**config.mk**
```make
export PLATFORM = sky130hd
export DESIGN_NAME = pats_timer
export DESIGN_NICKNAME = d
export VERILOG_FILES = /design/src/include/pats_pkg.sv /design/src/logic/pats_dead_time.sv /design/src/logic/pats_timer.sv
export VERILOG_INCLUDE_DIRS = /design/src /design/src/include
export SDC_FILE = /design/constraint.sdc
export NUM_CORES = 1
export LEC_CHECK = 0
export BUFFER_PORTS_ARGS = -buffer_cell sky130_fd_sc_hd__buf_2
export CAP_MARGIN = 20
export CORE_ASPECT_RATIO = 1.4
export CORE_MARGIN = 2
export CORE_UTILIZATION = 55
export DETAILED_ROUTE_END_ITERATION = 10
export HOLD_SLACK_MARGIN = 0.08
export PLACE_DENSITY_LB_ADDON = 0.25
export SLEW_MARGIN = 40
export SYNTH_ARGS = -nofsm -noshare
export SYNTH_HDL_FRONTEND = slang
export SYNTH_SLANG_ARGS = --single-unit
export TNS_END_PERCENT = 10
```
**constraint.sdc**
```tcl
create_clock -name ref_clk -period 5.7 [get_ports ref_clk]
set_input_delay 0.285 -clock ref_clk [delete_from_list [all_inputs] [get_ports ref_clk]]
set_output_delay 0.285 -clock ref_clk [all_outputs]
set_load 0.01 [all_outputs]
```
**src/include/pats_map.svh**
```systemverilog
// offsets-free constant map: field widths, reset values and timing counts for the pwm timer
`ifndef PATS_MAP_SVH
`define PATS_MAP_SVH
`define PATS_CNT_W 16
`define PATS_CLK_HZ 200000000
`define PATS_TIMER_HZ 160000000
`define PATS_CARRIER_NS 1000000
// half carrier period: triangle goes up then down once per carrier
`define PATS_PERIOD_DEF ((`PATS_TIMER_HZ / 1000) / 2)
`define PATS_DEAD_DEF 16
`define PATS_SKIP_DEF 2
`define PATS_SKIP_W 3
`define PATS_OUT_A_IDLE 1'b1
`define PATS_OUT_B_IDLE 1'b0
`endif

```
**src/include/pats_pkg.sv**
```systemverilog
// types for the pwm timer with skipped a/d trigger
package pats_pkg;
	typedef enum logic [1:0] {PATS_IDLE, PATS_UP, PATS_DOWN} pats_state_t;
endpackage

```
**src/logic/pats_dead_time.sv**
```systemverilog
// dead time inserter for one complementary output pair
`include "pats_map.svh"
module pats_dead_time
	import pats_pkg::*;
#(
	parameter int CNT_W = `PATS_CNT_W
)
(
	input wire logic ref_clk, // clock
	input wire logic rst, // sync reset
	input wire logic raw_a, // raw first output
	input wire logic raw_b, // raw second output
	input wire logic [CNT_W-1:0] dead_len, // dead time in cycles
	output logic out_a, // delayed first output
	output logic out_b // delayed second output
);
	logic [CNT_W-1:0] cnt_q, cnt_d;
	logic a_q, a_d, b_q, b_d, pa_q, pb_q;

	always_comb
	begin
		cnt_d = cnt_q;
		a_d = a_q;
		b_d = b_q;
		// any edge of either raw output opens a window in which neither output can rise; falls pass at once
		if (raw_a != pa_q || raw_b != pb_q)
		begin
			cnt_d = dead_len;
			a_d = raw_a & a_q;
			b_d = raw_b & b_q;
		end
		else if (cnt_q != '0)
		begin
			cnt_d = cnt_q - 1'b1;
			a_d = raw_a & a_q;
			b_d = raw_b & b_q;
		end
		else
		begin
			a_d = raw_a;
			b_d = raw_b;
		end
	end

	always_ff @(posedge ref_clk)
	begin
		if (rst)
		begin
			cnt_q <= '0;
			a_q <= `PATS_OUT_A_IDLE;
			b_q <= `PATS_OUT_B_IDLE;
			pa_q <= `PATS_OUT_A_IDLE;
			pb_q <= `PATS_OUT_B_IDLE;
		end
		else
		begin
			cnt_q <= cnt_d;
			a_q <= a_d;
			b_q <= b_d;
			pa_q <= raw_a;
			pb_q <= raw_b;
		end
	end

	assign out_a = a_q;
	assign out_b = b_q;
endmodule

```
**src/logic/pats_timer.sv**
```systemverilog
// triangle pwm timer with a/d trigger gated by trough skipping
`include "pats_map.svh"
module pats_timer
	import pats_pkg::*;
#(
	parameter int CNT_W = `PATS_CNT_W,
	parameter int SKIP_W = `PATS_SKIP_W
)
(
	input wire logic ref_clk, // 200 MHz clock
	input wire logic rst, // sync reset, active high
	input wire logic sw_count_start, // software start request level
	input wire logic start_source_enable, // software start source enabled
	input wire logic [CNT_W-1:0] cycle_setting_register, // triangle peak
	input wire logic [CNT_W-1:0] compare_a_register, // compare A
	input wire logic [CNT_W-1:0] compare_b_register, // compare B
	input wire logic [CNT_W-1:0] adc_trigger_compare_register, // a/d trigger compare
	input wire logic [CNT_W-1:0] dead_time_cycles, // dead time length
	input wire logic [SKIP_W-1:0] skip_count_setting, // troughs skipped
	input wire logic skip_link_enable, // link requests to skip function
	output logic [CNT_W-1:0] timer_count_value, // counter value
	output logic pwm_output_first, // first pwm output
	output logic pwm_output_second, // second pwm output
	output logic adc_request_monitor_zero, // request monitor 0
	output logic adc_event_trigger_input, // one-cycle request to event link
	output logic trough_underflow_interrupt, // one-cycle trough interrupt
	output logic [SKIP_W-1:0] skip_count_field, // current skip count
	output logic counting // counter running
);
	// ==========================================================
	// timebase
	// 160 MHz count rate from a 200 MHz clock: fractional enable accumulator
	localparam logic [7:0] RATE_NUM = 8'h04;
	localparam logic [7:0] RATE_DEN = 8'h05;
	logic [7:0] acc_q, acc_d;
	logic tick;
	pats_state_t st_q, st_d;
	logic [CNT_W-1:0] cnt_q, cnt_d;
	logic start_s1_q, start_s2_q, en_s1_q, en_s2_q;
	logic run_req;

	assign run_req = start_s2_q & en_s2_q;
	assign tick = (acc_q + RATE_NUM) >= RATE_DEN;

	always_comb
	begin
		acc_d = tick ? 8'(acc_q + RATE_NUM - RATE_DEN) : 8'(acc_q + RATE_NUM);
		st_d = st_q;
		cnt_d = cnt_q;
		case (st_q)
			PATS_IDLE:
			begin
				cnt_d = '0;
				if (run_req)
					st_d = PATS_UP;
			end
			PATS_UP:
			begin
				if (!run_req)
					st_d = PATS_IDLE;
				else if (tick)
				begin
					if (cnt_q >= cycle_setting_register)
					begin
						st_d = PATS_DOWN;
						cnt_d = cnt_q - 1'b1;
					end
					else
						cnt_d = cnt_q + 1'b1;
				end
			end
			PATS_DOWN:
			begin
				if (!run_req)
					st_d = PATS_IDLE;
				else if (tick)
				begin
					if (cnt_q == '0)
					begin
						st_d = PATS_UP;
						cnt_d = cnt_q + 1'b1;
					end
					else
						cnt_d = cnt_q - 1'b1;
				end
			end
			default:
				st_d = PATS_IDLE;
		endcase
	end

	// ==========================================================
	// outputs, skip counter and trigger
	logic trough, up_step, match_a, match_b, match_adc;
	logic raw_a_q, raw_a_d, raw_b_q, raw_b_d;
	logic [SKIP_W-1:0] skip_q, skip_d;
	logic req_q, req_d, mon_q, mon_d, irq_q, irq_d;
	logic counting_q, counting_d;
	logic dt_a, dt_b, pa_q, pb_q;

	assign trough = (st_q == PATS_DOWN) && tick && run_req && (cnt_q == '0);
	assign up_step = (st_q != PATS_IDLE) && tick && run_req && (cnt_d != cnt_q);
	assign match_a = up_step && (cnt_d == compare_a_register);
	assign match_b = up_step && (cnt_d == compare_b_register);
	assign match_adc = up_step && (st_d == PATS_UP) && (cnt_d > cnt_q)
		&& (cnt_d == adc_trigger_compare_register);

	always_comb
	begin
		raw_a_d = raw_a_q;
		raw_b_d = raw_b_q;
		if (st_q == PATS_IDLE || !run_req)
		begin
			raw_a_d = `PATS_OUT_A_IDLE;
			raw_b_d = `PATS_OUT_B_IDLE;
		end
		else
		begin
			// peak and trough leave levels alone: cycle end retains
			if (match_a)
				raw_a_d = ~raw_a_q;
			if (match_b)
				raw_b_d = ~raw_b_q;
		end
		skip_d = skip_q;
		if (st_q == PATS_IDLE)
			skip_d = '0;
		else if (trough)
			skip_d = (skip_q >= skip_count_setting) ? '0 : SKIP_W'(skip_q + 1'b1);
		irq_d = trough && (skip_q == '0);
		// requests pass only while skip field is zero when linked
		req_d = match_adc && (!skip_link_enable || skip_q == '0);
		mon_d = req_d;
		// registered so the run flag leaves the block straight from a flop
		counting_d = (st_d != PATS_IDLE);
	end

	always_ff @(posedge ref_clk)
	begin
		if (rst)
		begin
			start_s1_q <= 1'b0;
			start_s2_q <= 1'b0;
			en_s1_q <= 1'b0;
			en_s2_q <= 1'b0;
			acc_q <= 8'h00;
			st_q <= PATS_IDLE;
			cnt_q <= '0;
			raw_a_q <= `PATS_OUT_A_IDLE;
			raw_b_q <= `PATS_OUT_B_IDLE;
			skip_q <= '0;
			req_q <= 1'b0;
			mon_q <= 1'b0;
			irq_q <= 1'b0;
			counting_q <= 1'b0;
			pa_q <= `PATS_OUT_A_IDLE;
			pb_q <= `PATS_OUT_B_IDLE;
		end
		else
		begin
			start_s1_q <= sw_count_start;
			start_s2_q <= start_s1_q;
			en_s1_q <= start_source_enable;
			en_s2_q <= en_s1_q;
			acc_q <= acc_d;
			st_q <= st_d;
			cnt_q <= cnt_d;
			raw_a_q <= raw_a_d;
			raw_b_q <= raw_b_d;
			skip_q <= skip_d;
			req_q <= req_d;
			mon_q <= mon_d;
			irq_q <= irq_d;
			counting_q <= counting_d;
			pa_q <= dt_a;
			pb_q <= dt_b;
		end
	end

	pats_dead_time #(.CNT_W(CNT_W)) u_dead
	(
		.ref_clk(ref_clk),
		.rst(rst),
		.raw_a(raw_a_q),
		.raw_b(raw_b_q),
		.dead_len(dead_time_cycles),
		.out_a(dt_a),
		.out_b(dt_b)
	);

	assign timer_count_value = cnt_q;
	assign pwm_output_first = pa_q;
	assign pwm_output_second = pb_q;
	assign adc_event_trigger_input = req_q;
	assign adc_request_monitor_zero = mon_q;
	assign trough_underflow_interrupt = irq_q;
	assign skip_count_field = skip_q;
	assign counting = counting_q;
endmodule

```
Word-level counts from Yosys, hierarchy flattened
Cells that the tools add are included.
{"block": "word_totals", "input_bits": 88, "word_cells": 94, "register_bits": 60, "out_inout_bits": 25}
{"block": "op_classes", "n_eq_ne": 9, "n_bitwise": 5, "add_sub_neg": 6, "n_reduce_logical": 27, "muxes": 23, "n_lt_le_gt_ge": 4}
{"op": "$mux W16", "count": 8}
{"op": "$eq A16 B16 Y1", "count": 3}
{"op": "$pmux W16 S3", "count": 1}
{"op": "$sub A16 B1 Y16 const B", "count": 2}
{"op": "$add A16 B1 Y16 const B", "count": 1}
{"op": "$ge A16 B16 Y1", "count": 1}
{"op": "$gt A16 B16 Y1", "count": 1}
{"op": "$logic_not A16 Y1", "count": 1}
{"op": "$ne A16 B16 Y1", "count": 1}
{"op": "$reduce_bool A16 Y1", "count": 1}
{"op": "$mux W2", "count": 7}
{"op": "$logic_and A1 B1 Y1", "count": 13}
{"op": "$add A8 B3 Y8 const B", "count": 1}
{"op": "$ge A8 B3 Y1 const B", "count": 1}
{"op": "$mux W8", "count": 1}
{"op": "$sub A8 B3 Y8 const B", "count": 1}
{"op": "$pmux W2 S3", "count": 1}
{"op": "$reduce_bool A2 Y1", "count": 3}
{"op": "$eq A2 B1 Y1 const B", "count": 2}
{"op": "$mux W1", "count": 4}
{"op": "$reduce_or A2 Y1", "count": 2}
{"op": "$add A3 B1 Y3 const B", "count": 1}
{"op": "$and A1 B1 Y1", "count": 3}
{"op": "$ge A3 B3 Y1", "count": 1}
{"op": "8 further kinds", "count": 13}

Depth between registers and ports, before layout
Gate-level depths: netlist of the first run.
{"block": "logic_depth", "depth_word": 11, "mapped_depth": 23, "ltp_nobuf": 22}

Cells and area by module
A second synthesis of the first run with hierarchy kept.
{"block": "unflattened", "cells_unflattened": 704, "hier_area_um2": 5870.6}
{"mod": "pats_timer", "seq_area_each_um2": 800.8, "cells_per_inst": 576, "area_per_inst_um2": 4732.0, "n_inst": 1}
{"mod": "pats_dead_time", "seq_area_each_um2": 400.4, "cells_per_inst": 128, "area_per_inst_um2": 1138.6, "n_inst": 1}

Worst setup path after synthesis of the first run
Ideal clock, no wire load.
{"block": "synth_path", "path_kind": "reg-to-reg", "from": "register cnt_q[0] (netlist: timer_count_value[0])", "to": "register raw_a_q", "period_less_slack_ps": 4803, "setup_time_ps": 62, "arrival_time_ps": 4742, "path_stages_with_launch": 21, "setup_slack_ps": 897, "required_ps": 5638, "path_buffers": 0, "cell_sequence": "dfxtp_1 -> inv_1 -> ha_1 -> nand2b_1 -> a2111oi_2 -> nor4_4 -> nor3_4 -> mux2i_1 -> mux2_2 -> or3_1 -> inv_1 -> ha_1 -> nand4_1 -> or4_1 -> nand3_1 -> a311oi_1 -> nand4_1 -> nor4_1 -> nand4_1 -> or4_1 -> nand3_1"}
{"block": "synth_via", "elab_chain_cells": 8, "word_cells_on_any_way": 15, "cone_classes": "add/sub (2); order compare (1); eq/ne (2); mux (7); reduce/logical (3)"}
{"element": "start: declaration", "line": "pats_timer.sv:38", "text": "logic [CNT_W-1:0] cnt_q, cnt_d;"}
{"element": "start signal: assignment", "line": "pats_timer.sv:167", "text": "cnt_q <= cnt_d;"}
{"element": "$sub A16 B1 Y16 (tied with other cells)", "line": "pats_timer.sv:66, pats_timer.sv:84"}
{"element": "$mux W16, on equally long branches", "line": "pats_timer.sv:78, pats_timer.sv:63"}
{"element": "$mux W16, on equally long branches", "line": "pats_timer.sv:76, pats_timer.sv:61"}
{"element": "$mux W16, on equally long branches", "line": "pats_timer.sv:74, pats_timer.sv:59"}
{"element": "$pmux W16 S3 *", "line": "pats_timer.sv:50", "text": "case (st_q)"}
{"element": "net cnt_d[2]", "line": "pats_timer.sv:38"}
{"element": "$ne A16 B16 Y1", "line": "pats_timer.sv:102", "text": "assign up_step = (st_q != PATS_IDLE) && tick && run_req && (cnt_d != cnt_q);"}
{"element": "$logic_and A1 B1 Y1", "line": "pats_timer.sv:102"}
{"element": "$logic_and A1 B1 Y1 *", "line": "pats_timer.sv:103", "text": "assign match_a = up_step && (cnt_d == compare_a_register);"}
{"element": "end signal: assignment", "line": "pats_timer.sv:149", "text": "raw_a_q <= `PATS_OUT_A_IDLE;"}
{"element": "end signal: assignment", "line": "pats_timer.sv:168", "text": "raw_a_q <= raw_a_d;"}
{"element": "end: declaration", "line": "pats_timer.sv:95", "text": "logic raw_a_q, raw_a_d, raw_b_q, raw_b_d;"}
The timed path passes the listed nets; every way through them passes the cells marked *.
A chain may end at the register's enable or synchronous reset.

Final worst setup path of the first run
{"block": "layout_path", "from": "register cnt_q[0] (netlist: timer_count_value[0])", "to": "register mon_q (netlist: adc_request_monitor_zero)"}
{"block": "layout_via", "elab_chain_cells": 11, "word_cells_on_any_way": 27, "cone_classes": "add/sub (2); order compare (2); eq/ne (3); mux (14); reduce/logical (6)"}
{"element": "$sub A16 B1 Y16 (tied with other cells)", "line": "pats_timer.sv:66, pats_timer.sv:84"}
{"element": "$mux W16, on equally long branches", "line": "pats_timer.sv:78, pats_timer.sv:63"}
{"element": "$mux W16, on equally long branches", "line": "pats_timer.sv:76, pats_timer.sv:61"}
{"element": "$mux W16, on equally long branches", "line": "pats_timer.sv:74, pats_timer.sv:59"}
{"element": "$pmux W16 S3 *", "line": "pats_timer.sv:50"}
{"element": "net cnt_d[2]", "line": "pats_timer.sv:38"}
{"element": "parallel branches: the longest is 4 deep, another holds $gt A16 B16 Y1"}
{"element": "$logic_and A1 B1 Y1 *", "line": "pats_timer.sv:106", "text": "&& (cnt_d == adc_trigger_compare_register);"}
{"element": "$logic_and A1 B1 Y1 *", "line": "pats_timer.sv:132", "text": "req_d = match_adc && (!skip_link_enable || skip_q == '0);"}
{"element": "end signal: assignment", "line": "pats_timer.sv:172", "text": "mon_q <= mon_d;"}
{"element": "end: declaration", "line": "pats_timer.sv:97", "text": "logic req_q, req_d, mon_q, mon_d, irq_q, irq_d;"}
Mark *: on every way through the listed nets, which the timed path passes.

==> reports/results.ini, run 1 <==
[power]
p_total_mw = 1.75
power-per-cell-area_mw_per_mm2 = 258
p_leak_nw = 3.07
vdd.ir_drop.worst_v = 0.000256

[routing]
dr.first_iter.drc_count = 621
detailroute.via_count = 6425
drt.antenna.violating_nets = 0
via_per_inst = 6.41
drt_wl_total_microns = 21600
detailedRoute.firstPassIterationCount = 7
drt-wirelength-per-cell_microns = 21.5
route.detailed.drc = 0

[logic_synthesis]
synth.top_cell.area_share = 0.214
synth_common_cells = sky130_fd_sc_hd__nor2_1, sky130_fd_sc_hd__dfxtp_1, sky130_fd_sc_hd__inv_1, sky130_fd_sc_hd__xnor2_1, sky130_fd_sc_hd__ha_1
synth_cell_type_count = 67
synth_warnings = 0
ys_seq_area_frac = 0.214
postSynthCellCount = 743
synthFlopType = sky130_fd_sc_hd__dfxtp_1
synth_top_cells_by_area = sky130_fd_sc_hd__dfxtp_1, sky130_fd_sc_hd__ha_1, sky130_fd_sc_hd__xnor2_1, sky130_fd_sc_hd__nor2_1, sky130_fd_sc_hd__inv_1
synth_enable_flop_cells = 0
synthesis.nets = 875
post_synth.cell_area_avg_sq_um = 7.55
synth.most_common_cell = sky130_fd_sc_hd__nor2_1
yosysTopAreaCell = sky130_fd_sc_hd__dfxtp_1
netlist_area_sq_mm = 0.00561
async_reset_ff_frac = 0
number_of_synthesized_register_bits = 60

[floorplanning]
rows = 43
die_w_microns = 89.4
starting_density_of_the_core = 0.567
die_h_microns = 124
dieArea_sq_mm = 0.0110
core_sq_mm = 0.00990
top_level_ports = 113

[setup_path]
cpMaxStageDelayCell = sky130_fd_sc_hd__a2111oi_0
critical-path-max-stage-delay_ps = 640
worst_r2r_end = adc_request_monitor_zero$_SDFF_PP0_
worstSetupPathType = reg -> reg
worst-r2r-setup-slack_ps = 280
cp-end-kind = register
crit_required_ps = 5970
cp_top_family = simple AND/OR/NAND/NOR gates
critPathLaunchType = register
worst-path-max-fanout = 10
crit_arrival_ps = 5690
worst_r2r_path_depth = 19
critical_path.n_buffers_inverters = 2
path_common_cell = sky130_fd_sc_hd__nand4_1
path_cells = inv_1, ha_1, nand2b_1, a2111oi_4, nor4_4, nor3_4, mux2i_1, mux2_2, or3_1, inv_1, ha_1, nand4_1, or4_1, nand3_1, a2111oi_0, nand4_1, nor2_1, nand4_1, nor3_1
timing.rr.start = timer_count_value[0]$_SDFF_PP0_

[sta]
hold_violation_total_from_the_final_report = 0
timing.slew.headroom = 0.493
timing.final.max_slew_violations = 0
setup-violations-final = 0
worst_hold_slack_ps = 150
worst-slew-pin-transition_ps = 754
timing.fmax_mhz = 184
worst_slack_ps = 275
timing.final.crit_period_ps = 5420
clock-skew-final_ps = 10.3
period_share = 0.952
setup_total_negative_slack_ps = 0

[worst_hold_path]
hold_end = en_s1_q$_SDFF_PP0_
min_path_cells = 2
worstHoldPathType = in -> reg
timing.hold.worst.start = start_source_enable

[global_routing]
grt_pass1_wl_microns = 32100
globalRoute.totalOverflow = 0
largest_net_degree_at_the_start_of_global_routing = 49
grt_antenna_before_repair = 0
grt_pass1_vias = 6122
globalRouteTotalUtil = 0.393

[run]
cap_viol_max_count = 0

[layout]
flow.area_growth_from_synthesis_pct = 21.1
sequential_cell_area_sq_mm = 0.00120
post-route-util = 0.686
antenna-diode-count = 0
total_area_of_multi_input_combinational_cells_sq_mm = 0.00410
num-nets-final = 995
fin_area_sq_mm = 0.00679
layout.filler_cells = 895
post_route_cells_drive_above_1_share = 0.214
finished_layout_cells = 1003

[clock_tree]
cts-htree-levels = 3
clk_pin_slew_ps = 60
cts_tree = built
clock-root-buffer = sky130_fd_sc_hd__clkbuf_16
clockBufferDepth = 2
post_cts_setup_driven_buffer_insertion_count = 0
numCtsBuffers = 9
clock_insertion_delay_worst_skew_ps = 350
postCtsHoldBufs = 0
tritoncts_sinks = 60

[run_status]
run_status = completed

[placement]
gp_congestion = 1.05
port_buffers = 112
placed_cells_incl_taps = 987
post-dp-hpwl_microns = 16800
placement.cell_area_sq_mm = 0.00645
pre_cts_ws_ps = 374

-- cell families (layout without fill, tap and decap cells) --
logic type | Yosys count | after routing | share of synthesized area
AO/OA/AOI/OAI | 179 | 179 | 0.226
XOR/XNOR | 68 | 68 | 0.106
adder cells (fa/ha/maj) | 44 | 44 | 0.0981
buffers and inverters | 90 | 215 | 0.0618
flip-flops | 60 | 60 | 0.214
multiplexers | 10 | 10 | 0.0185
AND/OR/NAND/NOR | 292 | 292 | 0.275
-- worst reg2reg max path, stage by stage, from the launching register on --
cell and delay [ps]:
sky130_fd_sc_hd__dfxtp_1 500, sky130_fd_sc_hd__inv_1 170, sky130_fd_sc_hd__ha_1 300, sky130_fd_sc_hd__nand2b_1 190
sky130_fd_sc_hd__a2111oi_4 470, sky130_fd_sc_hd__nor4_4 160, sky130_fd_sc_hd__nor3_4 390, sky130_fd_sc_hd__mux2i_1 260
sky130_fd_sc_hd__mux2_2 380, sky130_fd_sc_hd__or3_1 430, sky130_fd_sc_hd__inv_1 150, sky130_fd_sc_hd__ha_1 270
sky130_fd_sc_hd__nand4_1 120, sky130_fd_sc_hd__or4_1 120, sky130_fd_sc_hd__nand3_1 150, sky130_fd_sc_hd__a2111oi_0 640
sky130_fd_sc_hd__nand4_1 180, sky130_fd_sc_hd__nor2_1 190, sky130_fd_sc_hd__nand4_1 110, sky130_fd_sc_hd__nor3_1 170
-- worst max path at each step --
| stage | start | to | slack (ps) | depth (start not counted) |
|---|---|---|---|---|
| 6_report | timer_count_value[0]$_SDFF_PP0_ | adc_request_monitor_zero$_SDFF_PP0_ | 280 | 19 |
| 5_1_grt | timer_count_value[0]$_SDFF_PP0_ | raw_a_q$_SDFFE_PP1P_ | -4 | 20 |
| 4_1_cts | timer_count_value[0]$_SDFF_PP0_ | raw_a_q$_SDFFE_PP1P_ | 320 | 20 |
| 3_5_place_dp | timer_count_value[0]$_SDFF_PP0_ | raw_a_q$_SDFFE_PP1P_ | 370 | 20 |
| 3_3_place_gp | acc_q[2]$_SDFF_PP0_ | raw_a_q$_SDFFE_PP1P_ | 510 | 18 |
| 2_1_floorplan | timer_count_value[0]$_SDFF_PP0_ | raw_a_q$_SDFFE_PP1P_ | 900 | 20 |
-- layer usage --
layer	vias up	routed length, microns	track usage
met3	137	1660	0.0754
met2	413	10500	0.670
met4	0	1750	0.274
met1	2916	7680	0.427
li1	2959	-	-
met5	-	0	0
-- report_power, final --
| part | switching, mW | internal, mW | leakage, nW | total (mW) |
|---|---|---|---|---|
| registers | 0.0537 | 0.484 | 0.489 | 0.538 |
| clock network | 0.218 | 0.381 | 0.155 | 0.599 |
| logic | 0.355 | 0.262 | 2.43 | 0.617 |
-- sequential cells by signal, summed over array words and instances, names as in the netlist --
register                    cells
acc_q                           8
adc_request_monitor_zero        1
counting                        1
en_s1_q                         1
en_s2_q                         1
pwm_output_first                1
pwm_output_second               1
raw_a_q                         1
raw_b_q                         1
skip_count_field                3
st_q                            2
start_s1_q                      1
start_s2_q                      1
timer_count_value              16
trough_underflow_interrupt      1
u_dead.cnt_q                   16
u_dead.out_a                    1
u_dead.out_b                    1
u_dead.pa_q                     1
u_dead.pb_q                     1
-- timing repair --
item,4_1_cts,5_1_grt
endpoints found under the setup margin,0,3
endpoints found under the hold margin,0,0
resized for setup,0,3
-- layout make-up --
type                       instances  area share
multi-input combinational        593       0.604
sequential                        60       0.177
timing repair buffer             143       0.117
clock buffer                       9      0.0332
inverter                          56      0.0310
tap                              135      0.0249
clock inverter                     7      0.0134
-- layout by cell type, fill, tap and decap left out, types with 4 or more instances in the layout --
cell / count
sky130_fd_sc_hd__a2111oi_0: 5
sky130_fd_sc_hd__nand2b_1: 9
sky130_fd_sc_hd__clkbuf_16: 9
sky130_fd_sc_hd__ha_1: 44
sky130_fd_sc_hd__a31oi_1: 9
sky130_fd_sc_hd__buf_4: 31
sky130_fd_sc_hd__nor2b_1: 16
sky130_fd_sc_hd__o21a_1: 8
sky130_fd_sc_hd__o31ai_1: 5
sky130_fd_sc_hd__nand4_1: 22
sky130_fd_sc_hd__a211oi_1: 19
sky130_fd_sc_hd__a21o_1: 10
sky130_fd_sc_hd__a22o_1: 4
sky130_fd_sc_hd__nand3_1: 34
sky130_fd_sc_hd__xor2_1: 19
sky130_fd_sc_hd__or3_1: 12
sky130_fd_sc_hd__a211o_1: 5
sky130_fd_sc_hd__xnor2_1: 49
sky130_fd_sc_hd__o2111ai_1: 4
sky130_fd_sc_hd__or4_1: 5
sky130_fd_sc_hd__inv_1: 56
sky130_fd_sc_hd__and2_1: 4
sky130_fd_sc_hd__buf_2: 112
sky130_fd_sc_hd__dfxtp_1: 60
sky130_fd_sc_hd__o211ai_1: 5
sky130_fd_sc_hd__nor3_1: 41
sky130_fd_sc_hd__a21oi_1: 35
sky130_fd_sc_hd__nor2_1: 68
sky130_fd_sc_hd__mux2i_1: 7
sky130_fd_sc_hd__nand2_1: 39
sky130_fd_sc_hd__nor4_1: 19
sky130_fd_sc_hd__and4_1: 4
sky130_fd_sc_hd__o21ai_0: 34
Note: power is estimated with default switching activity, not from simulation.
==> inputs of run 2 (changes only) <==
--- a/config.mk
+++ b/config.mk
@@ -10,7 +10,7 @@
 export CAP_MARGIN = 20
 export CORE_ASPECT_RATIO = 1.4
 export CORE_MARGIN = 2
-export CORE_UTILIZATION = 55
+export CORE_UTILIZATION = 57
 export DETAILED_ROUTE_END_ITERATION = 10
 export HOLD_SLACK_MARGIN = 0.08
 export PLACE_DENSITY_LB_ADDON = 0.25
==> run 2 against run 1 <==
  * Wire length is essentially flat
  * Register-to-register slack worse by 190 ps
  * Sequential power about the same
  * Count of clock-buffer cells in the layout did not move
  * Non-clock buffer count increased by 1
==> reports/results.ini, run 2 (synthesis results as in run 1) <==
[run_status]
run_status = completed

[sta]
worst_slack_ps = 89.6
timing.slew.headroom = 0.368
grt_setup_unrepaired = yes
setup_total_negative_slack_ps = 0
timing.final.max_slew_violations = 0
hold_violation_total_from_the_final_report = 0
clock-skew-final_ps = 7.47
worst-slew-pin-transition_ps = 924
timing.fmax_mhz = 178
period_share = 0.984
timing.final.crit_period_ps = 5610
worst_hold_slack_ps = 146
setup-violations-final = 0

[setup_path]
critPathLaunchType = register
worstSetupPathType = reg -> reg
crit_required_ps = 5950
cp-end-kind = register
crit_arrival_ps = 5860
worst-path-max-fanout = 8

[run]
cap_viol_max_count = 0

[clock_tree]
numCtsBuffers = 9
postCtsHoldBufs = 0
cts_tree = built
clock-root-buffer = sky130_fd_sc_hd__clkbuf_16
clockBufferDepth = 2
tritoncts_sinks = 60
clk_pin_slew_ps = 60
clock_insertion_delay_worst_skew_ps = 340
cts-htree-levels = 3
post_cts_setup_driven_buffer_insertion_count = 0
cts_resized = 0

[layout]
layout.filler_cells = 772
num-nets-final = 996
flow.area_growth_from_synthesis_pct = 21.0
finished_layout_cells = 1001
antenna-diode-count = 0
mostFrequentLayoutCell = sky130_fd_sc_hd__buf_2
post-route-util = 0.714
post_route_cells_drive_above_1_share = 0.215
layout_common_cells = sky130_fd_sc_hd__buf_2, sky130_fd_sc_hd__nor2_1, sky130_fd_sc_hd__dfxtp_1
fin_area_sq_mm = 0.00679

[floorplanning]
starting_density_of_the_core = 0.590
dieArea_sq_mm = 0.0107
core_sq_mm = 0.00951
die_w_microns = 87.9
die_h_microns = 121
rows = 42
top_level_ports = 113

[power]
net_switching_power_uw = 633
power-per-cell-area_mw_per_mm2 = 260
p_total_mw = 1.76
vdd.ir_drop.worst_v = 0.000287
power_internal_mw = 1.13
p_leak_nw = 3.08
pwr-share-seq = 0.307
comb_power_share = 0.350
pwr-share-clk = 0.343
sw_frac_of_total = 0.359

[global_routing]
grt_antenna_before_repair = 0
largest_net_degree_at_the_start_of_global_routing = 49
globalRouteTotalUtil = 0.403
grt_pass1_vias = 6448
grt_pass1_wl_microns = 32400
globalRoute.totalOverflow = 0

[placement]
pre_cts_ws_ps = 335
placed_cells_incl_taps = 985
gp_congestion = 1.05
placement.cell_area_sq_mm = 0.00645
post-dp-hpwl_microns = 16700
port_buffers = 112

[routing]
drt.antenna.violating_nets = 0
via_per_inst = 6.64
drt_wl_total_microns = 21600
detailroute.via_count = 6650
route.detailed.drc = 0
detailedRoute.firstPassIterationCount = 6
drt-wirelength-per-cell_microns = 21.6
dr.first_iter.drc_count = 763

[worst_hold_path]
worstHoldPathType = in -> reg

run 2: per-layer routing:
layer | vias to the layer above | wire, microns | track usage
met3 | 147 | 1900 | 0.0830
met2 | 482 | 10300 | 0.682
met4 | 0 | 1950 | 0.296
met5 | - | 0 | 0
li1 | 2965 | - | -
met1 | 3056 | 7430 | 0.432
run 2: final timing paths:
check | start | to | cells after the start | slack [ps]
worst max-delay path | timer_count_value[15]$_SDFF_PP0_ | adc_request_monitor_zero$_SDFF_PP0_ | 18 | 90
worst min-delay path | start_source_enable | en_s1_q$_SDFF_PP0_ | 2 | 150
worst min register to register | u_dead.out_a$_SDFF_PP1_ | pwm_output_first$_SDFF_PP1_ | 2 | 430
worst max register to register | timer_count_value[15]$_SDFF_PP0_ | adc_request_monitor_zero$_SDFF_PP0_ | 18 | 90
run 2: critical path, stage by stage (launching register included):
cell,delay [ps]
sky130_fd_sc_hd__dfxtp_1,430
sky130_fd_sc_hd__ha_1,370
sky130_fd_sc_hd__and4_1,300
sky130_fd_sc_hd__nand4_2,220
sky130_fd_sc_hd__or4_1,730
sky130_fd_sc_hd__nand3_1,380
sky130_fd_sc_hd__a21oi_1,150
sky130_fd_sc_hd__o22a_1,280
sky130_fd_sc_hd__o21ai_1,240
sky130_fd_sc_hd__inv_1,90
sky130_fd_sc_hd__ha_1,300
sky130_fd_sc_hd__nand4_1,140
sky130_fd_sc_hd__or4_1,160
sky130_fd_sc_hd__nand3_1,150
sky130_fd_sc_hd__a2111oi_0,840
sky130_fd_sc_hd__nand4_1,230
sky130_fd_sc_hd__nor2_1,190
sky130_fd_sc_hd__nand4_1,110
sky130_fd_sc_hd__nor3_1,210
run 2: power groups by stage:
stage | Combinational (mW) | Clock, mW | Sequential (mW)
finish | 0.617 | 0.605 | 0.541
global route | 0.685 | 0.624 | 0.545
CTS | 0.619 | 0.603 | 0.538
detailed placement | 0.609 | 0 | 0.547
global placement | 0.584 | 0 | 0.541
floorplan | 0.458 | 0 | 0.532
run 2: final cells by class:
| type | count | area (sq um) | area share |
|---|---|---|---|
| Clock buffer | 9 | 225 | 0.0332 |
| Clock inverter | 7 | 98.8 | 0.0146 |
| Inverter | 56 | 210 | 0.0310 |
| Multi-Input combinational cell | 593 | 4090 | 0.602 |
| Sequential cell | 60 | 1200 | 0.177 |
| Tap cell | 132 | 165 | 0.0243 |
| Timing Repair Buffer | 144 | 801 | 0.118 |
